--- src/hdl/sac_pkg.sv ---
/*
 * Constants and types shared by the converter control block and its
 * successive-approximation sequencer.
 * Assumes a 32-bit APB bus with byte addresses and 8-bit registers.
 */

package sac_pkg;

	// ------------------------------------------------------------
	// register indices and byte addresses
	// ------------------------------------------------------------
	localparam logic [7:0] SAC_CTRL_IDX = 8'h34;
	localparam logic [7:0] SAC_RESH_IDX = 8'h35;
	localparam logic [7:0] SAC_RESL_IDX = 8'h36;
	localparam logic [7:0] SAC_ISTAT_IDX = 8'h37;
	localparam logic [7:0] SAC_ICLR_IDX = 8'h38;
	localparam logic [7:0] SAC_IEN_IDX = 8'h39;
	localparam int SAC_AW = 12;
	localparam logic [11:0] SAC_CTRL_ADDR = {2'h0, SAC_CTRL_IDX, 2'h0};
	localparam logic [11:0] SAC_RESH_ADDR = {2'h0, SAC_RESH_IDX, 2'h0};
	localparam logic [11:0] SAC_RESL_ADDR = {2'h0, SAC_RESL_IDX, 2'h0};
	localparam logic [11:0] SAC_ISTAT_ADDR = {2'h0, SAC_ISTAT_IDX, 2'h0};
	localparam logic [11:0] SAC_ICLR_ADDR = {2'h0, SAC_ICLR_IDX, 2'h0};
	localparam logic [11:0] SAC_IEN_ADDR = {2'h0, SAC_IEN_IDX, 2'h0};

	// ------------------------------------------------------------
	// field positions
	// ------------------------------------------------------------
	localparam int SAC_EOC_BIT = 7;
	localparam int SAC_SPEED_BIT = 6;
	localparam int SAC_ON_BIT = 5;
	localparam int SAC_CH_MSB = 2;
	localparam int SAC_CH_LSB = 0;
	localparam int SAC_SLOW_BIT = 3;
	localparam int SAC_EV_DONE = 0;
	localparam int SAC_EV_ABORT = 1;

	// ------------------------------------------------------------
	// reset values and counts
	// ------------------------------------------------------------
	localparam logic [7:0] SAC_REG_RST = 8'h00;
	localparam logic [9:0] SAC_RES_RST = 10'h000;
	localparam logic [1:0] SAC_EV_RST = 2'h0;
	localparam logic [2:0] SAC_SAMPLE_TICKS = 3'h4;
	localparam logic [7:0] SAC_FIRST_MASK = 8'h80;
	localparam logic [7:0] SAC_LAST_MASK = 8'h01;
	localparam logic [1:0] SAC_DIV4_LAST = 2'h3;

	typedef enum logic [1:0] {
		SAC_IDLE = 2'b00,
		SAC_SAMPLE = 2'b01,
		SAC_HOLD = 2'b10
	} sac_state_e;

endpackage : sac_pkg

--- src/hdl/sac_conv_if.sv ---
/*
 * Carrier between the register block and the conversion sequencer,
 * including the analog-side signals the sequencer owns.
 * Assumes both ends run on the same clock.
 */
`timescale 1ns/1ps
`default_nettype none

interface sac_conv_if;
	logic run;
	logic restart;
	logic tick;
	logic [2:0] ch_sel;
	logic done;
	logic [9:0] result;
	logic [2:0] ain_select;
	logic sample_en;
	logic hold_en;
	logic [7:0] trial_code;
	logic cmp_above;
	logic [1:0] fine_bits;

	modport ctrl (output run, restart, tick, ch_sel, cmp_above, fine_bits,
		input done, result, ain_select, sample_en, hold_en, trial_code);
	modport eng (input run, restart, tick, ch_sel, cmp_above, fine_bits,
		output done, result, ain_select, sample_en, hold_en, trial_code);
endinterface : sac_conv_if

`default_nettype wire

--- src/hdl/sac_sar_engine.sv ---
/*
 * Conversion sequencer: sample phase, then eight approximation steps
 * in the hold phase, repeated while the converter runs.
 * Assumes the comparator answers within one conversion clock tick.
 */
`timescale 1ns/1ps
`default_nettype none

module sac_sar_engine
	import sac_pkg::*;
(
	input wire logic clk,
	input wire logic rst_b,
	sac_conv_if.eng cif
);

	sac_state_e state, next_state;
	logic [2:0] cnt, next_cnt;
	logic [7:0] mask, next_mask;
	logic [7:0] trial, next_trial;
	logic [7:0] kept;
	logic done, next_done;
	logic [9:0] result, next_result;
	logic [2:0] ain_sel, next_ain_sel;
	logic smp, next_smp;
	logic hld, next_hld;

	// ------------------------------------------------------------
	// next state
	// ------------------------------------------------------------
	always_comb
	begin
		next_state = state;
		next_cnt = cnt;
		next_mask = mask;
		next_trial = trial;
		next_done = 1'b0;
		next_result = result;
		next_ain_sel = ain_sel;
		next_smp = smp;
		next_hld = hld;
		kept = cif.cmp_above ? trial : (trial & ~mask);
		if (!cif.run)
		begin
			next_state = SAC_IDLE;
			next_smp = 1'b0;
			next_hld = 1'b0;
		end
		else if (cif.restart || state == SAC_IDLE)
		begin
			next_state = SAC_SAMPLE;
			next_cnt = 3'h0;
			next_ain_sel = cif.ch_sel;
			next_smp = 1'b1;
			next_hld = 1'b0;
		end
		else
		begin
			unique case (state)
				SAC_SAMPLE:
					if (cif.tick)
					begin
						if (cnt == SAC_SAMPLE_TICKS - 3'h1)
						begin
							next_state = SAC_HOLD;
							next_mask = SAC_FIRST_MASK;
							next_trial = SAC_FIRST_MASK;
							next_smp = 1'b0;
							next_hld = 1'b1;
						end
						else
							next_cnt = cnt + 3'h1;
					end
				SAC_HOLD:
					if (cif.tick)
					begin
						if (mask == SAC_LAST_MASK)
						begin
							// eight steps done, loop back to sampling
							next_done = 1'b1;
							next_result = {kept, cif.fine_bits};
							next_state = SAC_SAMPLE;
							next_cnt = 3'h0;
							next_ain_sel = cif.ch_sel;
							next_smp = 1'b1;
							next_hld = 1'b0;
						end
						else
						begin
							next_mask = mask >> 1;
							next_trial = kept | (mask >> 1);
						end
					end
				default:
					next_state = SAC_IDLE;
			endcase
		end
	end

	always_ff @(posedge clk)
	begin
		if (!rst_b)
		begin
			state <= SAC_IDLE;
			cnt <= 3'h0;
			mask <= 8'h00;
			trial <= 8'h00;
			done <= 1'b0;
			result <= SAC_RES_RST;
			ain_sel <= 3'h0;
			smp <= 1'b0;
			hld <= 1'b0;
		end
		else
		begin
			state <= next_state;
			cnt <= next_cnt;
			mask <= next_mask;
			trial <= next_trial;
			done <= next_done;
			result <= next_result;
			ain_sel <= next_ain_sel;
			smp <= next_smp;
			hld <= next_hld;
		end
	end

	assign cif.done = done;
	assign cif.result = result;
	assign cif.ain_select = ain_sel;
	assign cif.sample_en = smp;
	assign cif.hold_en = hld;
	assign cif.trial_code = trial;

	// ------------------------------------------------------------
	// checks
	// ------------------------------------------------------------
	property p_continuous;
		@(posedge clk) disable iff (!rst_b)
		done && cif.run |-> smp;
	endproperty
	a_continuous: assert property (p_continuous)
		else $error("no new sample after a finished conversion");

	property p_hold_off_sample;
		@(posedge clk) disable iff (!rst_b)
		$rose(hld) |-> !smp && mask == SAC_FIRST_MASK;
	endproperty
	a_hold_off_sample: assert property (p_hold_off_sample)
		else $error("hold phase entered in a wrong way");

endmodule : sac_sar_engine

`default_nettype wire

--- src/hdl/sac_adc_ctrl.sv ---
/*
 * Register block of the 10-bit converter: control/status, result bytes
 * and an event interrupt group over APB; instantiates the sequencer.
 * Assumes an APB master on clk; analog inputs synchronous to clk.
 */
// Our own choice: the APB interface to the registers.
// How it works
// - end flag sets on completion, clears when software reads high byte
// - end flag is read-only; other control bits read and write
// - on bit runs the converter; clearing it stops all activity
// - three-bit field selects one of five analog inputs
// - control write with on set aborts, clears flag, restarts
// - slow and speed bits pick clock divide by 1, 2 or 4
// - high byte is read-only and shows result bits 9 to 2
// - low byte shows bits 1:0, slow at bit 3, zeros elsewhere
// - all converter registers reset to zero
// - wait mode leaves conversion and registers alone
// - halt disables the converter; software waits after wake-up
// - with on set the selected input converts continuously
// - eight approximation steps follow each sample phase
`timescale 1ns/1ps
`default_nettype none

module sac_adc_ctrl
	import sac_pkg::*;
(
	input wire logic clk,
	input wire logic rst_b,
	input wire logic psel,
	input wire logic penable,
	input wire logic pwrite,
	input wire logic [11:0] paddr,
	input wire logic [31:0] pwdata,
	output logic [31:0] prdata,
	output logic pready,
	output logic pslverr,
	input wire logic halt_mode,
	input wire logic cmp_above,
	input wire logic [1:0] fine_bits,
	output logic [2:0] ain_select,
	output logic sample_en,
	output logic hold_en,
	output logic [7:0] trial_code,
	output logic irq
);

	sac_conv_if cif ();

	logic speed, next_speed;
	logic conv_on, next_conv_on;
	logic [2:0] input_select, next_input_select;
	logic slow, next_slow;
	logic eoc, next_eoc;
	logic [9:0] result, next_result;
	logic [1:0] ev_stat, next_ev_stat;
	logic [1:0] ev_en, next_ev_en;
	logic irq_q, next_irq;
	logic [1:0] div_cnt, next_div_cnt;
	logic [31:0] rdata, next_rdata;
	logic rdy, next_rdy;
	logic err, next_err;
	logic setup, acc, wr, rd, hit, ctrl_wr, restart, tick;
	logic [7:0] rmux;

	// ------------------------------------------------------------
	// bus decode
	// ------------------------------------------------------------
	assign setup = psel && !penable;
	assign acc = psel && penable && rdy;
	assign wr = acc && pwrite && !err;
	assign rd = acc && !pwrite && !err;
	assign hit = paddr == SAC_CTRL_ADDR || paddr == SAC_RESH_ADDR ||
		paddr == SAC_RESL_ADDR || paddr == SAC_ISTAT_ADDR ||
		paddr == SAC_ICLR_ADDR || paddr == SAC_IEN_ADDR;
	assign ctrl_wr = wr && paddr == SAC_CTRL_ADDR;
	assign restart = ctrl_wr && pwdata[SAC_ON_BIT];

	// ------------------------------------------------------------
	// conversion clock
	// ------------------------------------------------------------
	// tick phase is free running; a restart may wait up to three cycles
	assign tick = slow ? (div_cnt == SAC_DIV4_LAST) :
		(speed ? 1'b1 : div_cnt[0]);

	// halt gates the run level only, so registers survive it
	// run and channel follow a control write at once, so a restart
	// samples the newly written input and an off write stops at once
	assign cif.run = next_conv_on && !halt_mode;
	assign cif.restart = restart;
	assign cif.tick = tick;
	assign cif.ch_sel = next_input_select;
	assign cif.cmp_above = cmp_above;
	assign cif.fine_bits = fine_bits;

	// ------------------------------------------------------------
	// read mux
	// ------------------------------------------------------------
	always_comb
	begin
		rmux = 8'h00;
		unique case (1'b1)
			paddr == SAC_CTRL_ADDR:
				rmux = {eoc, speed, conv_on, 2'h0, input_select};
			paddr == SAC_RESH_ADDR:
				rmux = result[9:2];
			paddr == SAC_RESL_ADDR:
				rmux = {4'h0, slow, 1'b0, result[1:0]};
			paddr == SAC_ISTAT_ADDR:
				rmux = {6'h00, ev_stat};
			paddr == SAC_IEN_ADDR:
				rmux = {6'h00, ev_en};
			default:
				rmux = 8'h00;
		endcase
	end

	// ------------------------------------------------------------
	// register next state
	// ------------------------------------------------------------
	always_comb
	begin
		next_speed = speed;
		next_conv_on = conv_on;
		next_input_select = input_select;
		next_slow = slow;
		next_eoc = eoc;
		next_result = result;
		next_ev_stat = ev_stat;
		next_ev_en = ev_en;
		next_div_cnt = div_cnt + 2'h1;
		if (ctrl_wr)
		begin
			// bit 7 of the write is dropped, bits 4:3 are not stored
			next_speed = pwdata[SAC_SPEED_BIT];
			next_conv_on = pwdata[SAC_ON_BIT];
			next_input_select = pwdata[SAC_CH_MSB:SAC_CH_LSB];
		end
		if (wr && paddr == SAC_RESL_ADDR)
			next_slow = pwdata[SAC_SLOW_BIT];
		if (wr && paddr == SAC_IEN_ADDR)
			next_ev_en = pwdata[1:0];
		if (wr && paddr == SAC_ICLR_ADDR)
			next_ev_stat = ev_stat & ~pwdata[1:0];
		// clear with the data capture, so a completion in between is kept
		if (restart || (setup && !pwrite && paddr == SAC_RESH_ADDR))
			next_eoc = 1'b0;
		if (restart && conv_on)
			next_ev_stat[SAC_EV_ABORT] = 1'b1;
		// sets come last so a completion is never lost to a clear
		if (cif.done)
		begin
			next_eoc = 1'b1;
			next_result = cif.result;
			next_ev_stat[SAC_EV_DONE] = 1'b1;
		end
		next_irq = |(next_ev_stat & next_ev_en);
		next_rdy = setup;
		next_err = setup && !hit;
		next_rdata = (setup && !pwrite) ? {24'h000000, rmux} : rdata;
	end

	always_ff @(posedge clk)
	begin
		if (!rst_b)
		begin
			speed <= 1'b0;
			conv_on <= 1'b0;
			input_select <= 3'h0;
			slow <= 1'b0;
			eoc <= 1'b0;
			result <= SAC_RES_RST;
			ev_stat <= SAC_EV_RST;
			ev_en <= SAC_EV_RST;
			irq_q <= 1'b0;
			div_cnt <= 2'h0;
			rdata <= 32'h00000000;
			rdy <= 1'b0;
			err <= 1'b0;
		end
		else
		begin
			speed <= next_speed;
			conv_on <= next_conv_on;
			input_select <= next_input_select;
			slow <= next_slow;
			eoc <= next_eoc;
			result <= next_result;
			ev_stat <= next_ev_stat;
			ev_en <= next_ev_en;
			irq_q <= next_irq;
			div_cnt <= next_div_cnt;
			rdata <= next_rdata;
			rdy <= next_rdy;
			err <= next_err;
		end
	end

	sac_sar_engine u_engine (
		.clk (clk),
		.rst_b (rst_b),
		.cif (cif.eng)
	);

	assign prdata = rdata;
	assign pready = rdy;
	assign pslverr = err;
	assign irq = irq_q;
	assign ain_select = cif.ain_select;
	assign sample_en = cif.sample_en;
	assign hold_en = cif.hold_en;
	assign trial_code = cif.trial_code;

	// ------------------------------------------------------------
	// checks
	// ------------------------------------------------------------
	property p_eoc_set;
		@(posedge clk) disable iff (!rst_b)
		cif.done |=> eoc;
	endproperty
	a_eoc_set: assert property (p_eoc_set)
		else $error("end flag not set after completion");

	property p_eoc_clear;
		@(posedge clk) disable iff (!rst_b)
		setup && !pwrite && paddr == SAC_RESH_ADDR && !cif.done |=> !eoc;
	endproperty
	a_eoc_clear: assert property (p_eoc_clear)
		else $error("end flag survived a high byte read");

	property p_eoc_ro;
		@(posedge clk) disable iff (!rst_b)
		ctrl_wr && !eoc && !cif.done |=> !eoc;
	endproperty
	a_eoc_ro: assert property (p_eoc_ro)
		else $error("software set the end flag");

	property p_off_quiet;
		@(posedge clk) disable iff (!rst_b)
		!conv_on |-> !sample_en && !hold_en;
	endproperty
	a_off_quiet: assert property (p_off_quiet)
		else $error("converter active while off");

	property p_restart;
		@(posedge clk) disable iff (!rst_b)
		restart && !cif.done && !halt_mode |=> !eoc && sample_en &&
			ain_select == $past(pwdata[SAC_CH_MSB:SAC_CH_LSB]);
	endproperty
	a_restart: assert property (p_restart)
		else $error("control write did not restart conversion");

	property p_fast_tick;
		@(posedge clk) disable iff (!rst_b)
		speed && !slow |-> tick;
	endproperty
	a_fast_tick: assert property (p_fast_tick)
		else $error("undivided clock missing a tick");

	property p_slow_tick;
		@(posedge clk) disable iff (!rst_b)
		slow && tick |=> (!tick || !slow) [*3];
	endproperty
	a_slow_tick: assert property (p_slow_tick)
		else $error("divide by four clock ticks too often");

	property p_result_pair;
		@(posedge clk) disable iff (!rst_b)
		cif.done |=> result == $past(cif.result);
	endproperty
	a_result_pair: assert property (p_result_pair)
		else $error("result bytes not updated together");

	property p_low_zero;
		@(posedge clk) disable iff (!rst_b)
		setup && !pwrite && paddr == SAC_RESL_ADDR |=>
			prdata[7:4] == 4'h0 && !prdata[2] && prdata[3] == slow;
	endproperty
	a_low_zero: assert property (p_low_zero)
		else $error("low byte reserved bits not zero");

	property p_reset_zero;
		@(posedge clk)
		!rst_b |=> !eoc && !speed && !conv_on && input_select == 3'h0 &&
			!slow && result == SAC_RES_RST;
	endproperty
	a_reset_zero: assert property (p_reset_zero)
		else $error("register not zero after reset");

	property p_halt_off;
		@(posedge clk) disable iff (!rst_b)
		halt_mode |=> !sample_en && !hold_en;
	endproperty
	a_halt_off: assert property (p_halt_off)
		else $error("converter active in halt");

	property p_off_write;
		@(posedge clk) disable iff (!rst_b)
		ctrl_wr && !pwdata[SAC_ON_BIT] |=> !sample_en && !hold_en;
	endproperty
	a_off_write: assert property (p_off_write)
		else $error("write with converter off started a conversion");

	c_done: cover property (@(posedge clk) disable iff (!rst_b)
		cif.done);
	c_abort: cover property (@(posedge clk) disable iff (!rst_b)
		restart && hold_en);
	c_read_clear: cover property (@(posedge clk) disable iff (!rst_b)
		eoc && rd && paddr == SAC_RESH_ADDR);
	c_irq: cover property (@(posedge clk) disable iff (!rst_b) irq);

endmodule : sac_adc_ctrl

`default_nettype wire

--- config.mk ---
export PLATFORM = sky130hd
export DESIGN_NAME = sac_adc_ctrl
export DESIGN_NICKNAME = d
export VERILOG_FILES = /design/src/hdl/sac_pkg.sv /design/src/hdl/sac_conv_if.sv /design/src/hdl/sac_sar_engine.sv /design/src/hdl/sac_adc_ctrl.sv
export SDC_FILE = /design/constraint.sdc
export NUM_CORES = 1
export LEC_CHECK = 0
export ABC_AREA = 1
export BUFFER_PORTS_ARGS = -buffer_cell sky130_fd_sc_hd__buf_2
export CORE_ASPECT_RATIO = 0.9
export CORE_MARGIN = 5
export CORE_UTILIZATION = 49
export CTS_BUF_LIST = sky130_fd_sc_hd__clkbuf_8
export DETAILED_ROUTE_END_ITERATION = 12
export PLACE_DENSITY = 0.79
export SYNTH_ARGS = -nofsm -noshare
export SYNTH_HDL_FRONTEND = slang
export SYNTH_SLANG_ARGS = --single-unit
--- constraint.sdc ---
create_clock -name clk -period 1.8 [get_ports clk]
set_input_delay 0.36 -clock clk [delete_from_list [all_inputs] [get_ports clk]]
set_output_delay 0.36 -clock clk [all_outputs]
set_load 0.05 [all_outputs]
==> impl_metrics.ini <==
[setup_path]
rr_startpoint = u_engine.state[1]
criticalPathCategory = flip-flop to flip-flop
cp_max_fo = 7
reg2reg_slack_ps = 40
crit_path_end_kind = flip-flop
rr_worst_depth = 10
startpoint = u_engine.state[1]
cp-start-kind = flip-flop
worstPathRequired_ps = 2070
crit_arrival_ps = 2020

[sta]
finalSetupViolations = 0
finalCritPeriodShare_pct = 97.5
fin_skew_ps = 5.65
slew_viol_final = 0
setup-tns-final_ps = 0
worst_slack_ps = 44.4
finalHoldViolCount = 0
min_period_ps = 1760
max_freq_mhz = 570
hold_ws_ps = 247

[clock_network]
cts_tree = done
clock-sinks = 71
cts_max_level = 3
insertion_delay_ps = 340
path_clk_slew_ps = 70
numCtsBuffers = 9
cts-root-buf = clkbuf_8
clockBufferDepth = 2

[placement]
preCtsSetupSlack_ps = 4.04
io_buffer_count = 50
dp_hpwl_um = 6130
place_area_um2 = 3970
gp_congestion = 0.889

[yosys]
synth_cell_types = 37
syn_area_per_cell_um2 = 6.99
synth.cell_area_um2 = 3640
seq_area_frac_synth_pct = 39.1
yosysWarnings = 0
synth_area_leader_cell = dfxtp_1
ys_ff_latch = 71
synthTopCellsByArea = dfxtp_1 (39%), nand2_1 (11%), nor2_1 (7.8%)
syn_inst = 521
synth_top_area_share_pct = 39.1

[power_and_ir_drop]
power.leakage_nw = 2.00
clockPowerShare_pct = 42.7
p_int_mw = 2.43
powerDensity_nw_per_um2 = 744
p_sw_share_pct = 24.3
p_seq_share_pct = 49.3
comb_power_share_pct = 8.1
ir_worst_vdd_v = 0.000437
power_switching_uw = 779

[die]
io_pins = 101
dieArea_um2 = 9250
initial_core_util_pct = 50.9
num_rows = 29
core-area_um2 = 7150
fp.dieH_um = 91.8
die_x_um = 101

[finish]
insertedDiodeCount = 0
layout-drive-gt1-share_pct = 23.8
fin_nets = 647
final_cell_mix = nand2_1 (107), nor2_1 (76), dfxtp_1 (66), inv_1 (60), buf_2 (50)
final_common_cell = nand2_1
final_core_utilization_pct = 60.3
stdcell_area_um2 = 4310
nFillCells = 667
syn_to_final_growth_pct = 18.4

[route]
drt_pass1_iterations = 5
routed_wl_um = 8380
vias = 3406
postRouteAntennaNets = 0
drt_iter0_drc = 259
wire_per_inst_um = 12.2
viasPerCell = 4.97
drc_errors = 0

[min_path]
hold_depth = 3
worstHoldStart = fine_bits[0]
hold_class = input pin to flip-flop

[outcome]
outcome = finished clean

[grt]
grt_pass1_vias = 3209
gr-usage-all-layers_pct = 17.9
grt_max_degree = 52
grt_pass1_wl_um = 13800
grt_overflow = 0
antenna_found_initial = 0

[run]
drv_cap = 0
registers in the layout (all words and copies together), names as in the netlist, 3 cells and up:
name and cells:
prdata 8, result 10, u_engine.cif.ain_select 3, input_select 3, u_engine.cnt 3, u_engine.cif.trial_code 8, u_engine.mask 8, u_engine.cif.result 10
layer usage:
| metal | track usage, % | vias to the layer above | share of wire [%] |
|---|---|---|---|
| met5 | 0 | - | 0 |
| met4 | 4.15 | 0 | 1.2 |
| met3 | 5.08 | 10 | 7.6 |
| met2 | 31.4 | 114 | 49 |
| met1 | 21.7 | 1557 | 42 |
| li1 | - | 1725 | - |
synth_stat cells, drive strengths merged:
| library cell | instances |
|---|---|
| nor2 | 104 |
| nand4 | 6 |
| dfxtp | 71 |
| a21boi | 3 |
| a221oi | 1 |
| nor3 | 2 |
| or2 | 1 |
| inv | 64 |
| nand2 | 115 |
| conb | 1 |
| nand3 | 40 |
| ha | 6 |
| clkbuf | 8 |
| o311ai | 1 |
| o22ai | 3 |
| o21ai | 38 |
| a211oi | 1 |
| and2 | 1 |
| buf | 32 |
| a21oi | 21 |
| o2bb2ai | 1 |
| o211ai | 1 |
area by class of cell:
class	instances	area, um2	share of cell area (%)
clock inverters	5	73.8	1.71
multi-input cells	369	1830	42.4
repair buffers	73	478	11.1
inverters	64	245	5.69
well taps	93	116	2.70
flip-flops and latches	71	1430	33.2
clock buffers	10	138	3.19
cells by family after synthesis:
logic type	after synthesis	synth area share, %
flops	71	39.1
compound gates	70	10.5
fa+ha+maj	6	2.06
other cells	1	0.103
buf+inv	104	14.4
simple gates	269	33.9
power groups by stage:
stage	combinational [mW]	clock [mW]	sequential, mW
2_1_floorplan	0.221	0	1.63
3_3_place_gp	0.252	0	1.62
3_5_place_dp	0.255	0	1.62
4_1_cts	0.256	1.39	1.58
5_1_grt	0.279	1.47	1.58
6_report	0.259	1.37	1.58
what timing repair did:
| action | 4_1_cts | 5_1_grt |
|---|---|---|
| resized for setup | 2 | 20 |
| pin swaps | 1 | 6 |
| buffers inserted | 0 | 4 |
| cloned | 0 | 1 |
| hold buffers | 0 | 0 |
| endpoints found under the setup margin | 8 | 24 |
through the flow:
| stage | std cells | total power, mW |
|---|---|---|
| 3_3_place_gp | 665 | 1.87 |
| 3_5_place_dp | 665 | 1.87 |
| 2_1_floorplan | 544 | 1.85 |
| 5_1_grt | 685 | 3.33 |
| 4_1_cts | 680 | 3.23 |
| 6_report | 685 | 3.21 |
critical path, cell delays in order (launching register included):
cell and delay (ps):
dfxtp_4 370, inv_2 60, ha_4 160, inv_1 90, nand2_2 80, a21oi_4 160
nand2_2 80, nor2_4 240, clkbuf_16 200, nand3_1 70, a21oi_1 160
final timing paths:
check / to
max: u_engine.cif.trial_code[7]
min: u_engine.cif.result[0]
max reg2reg: u_engine.cif.trial_code[7]
min reg2reg: div_cnt[0]
(Power assumes the default switching activity.)
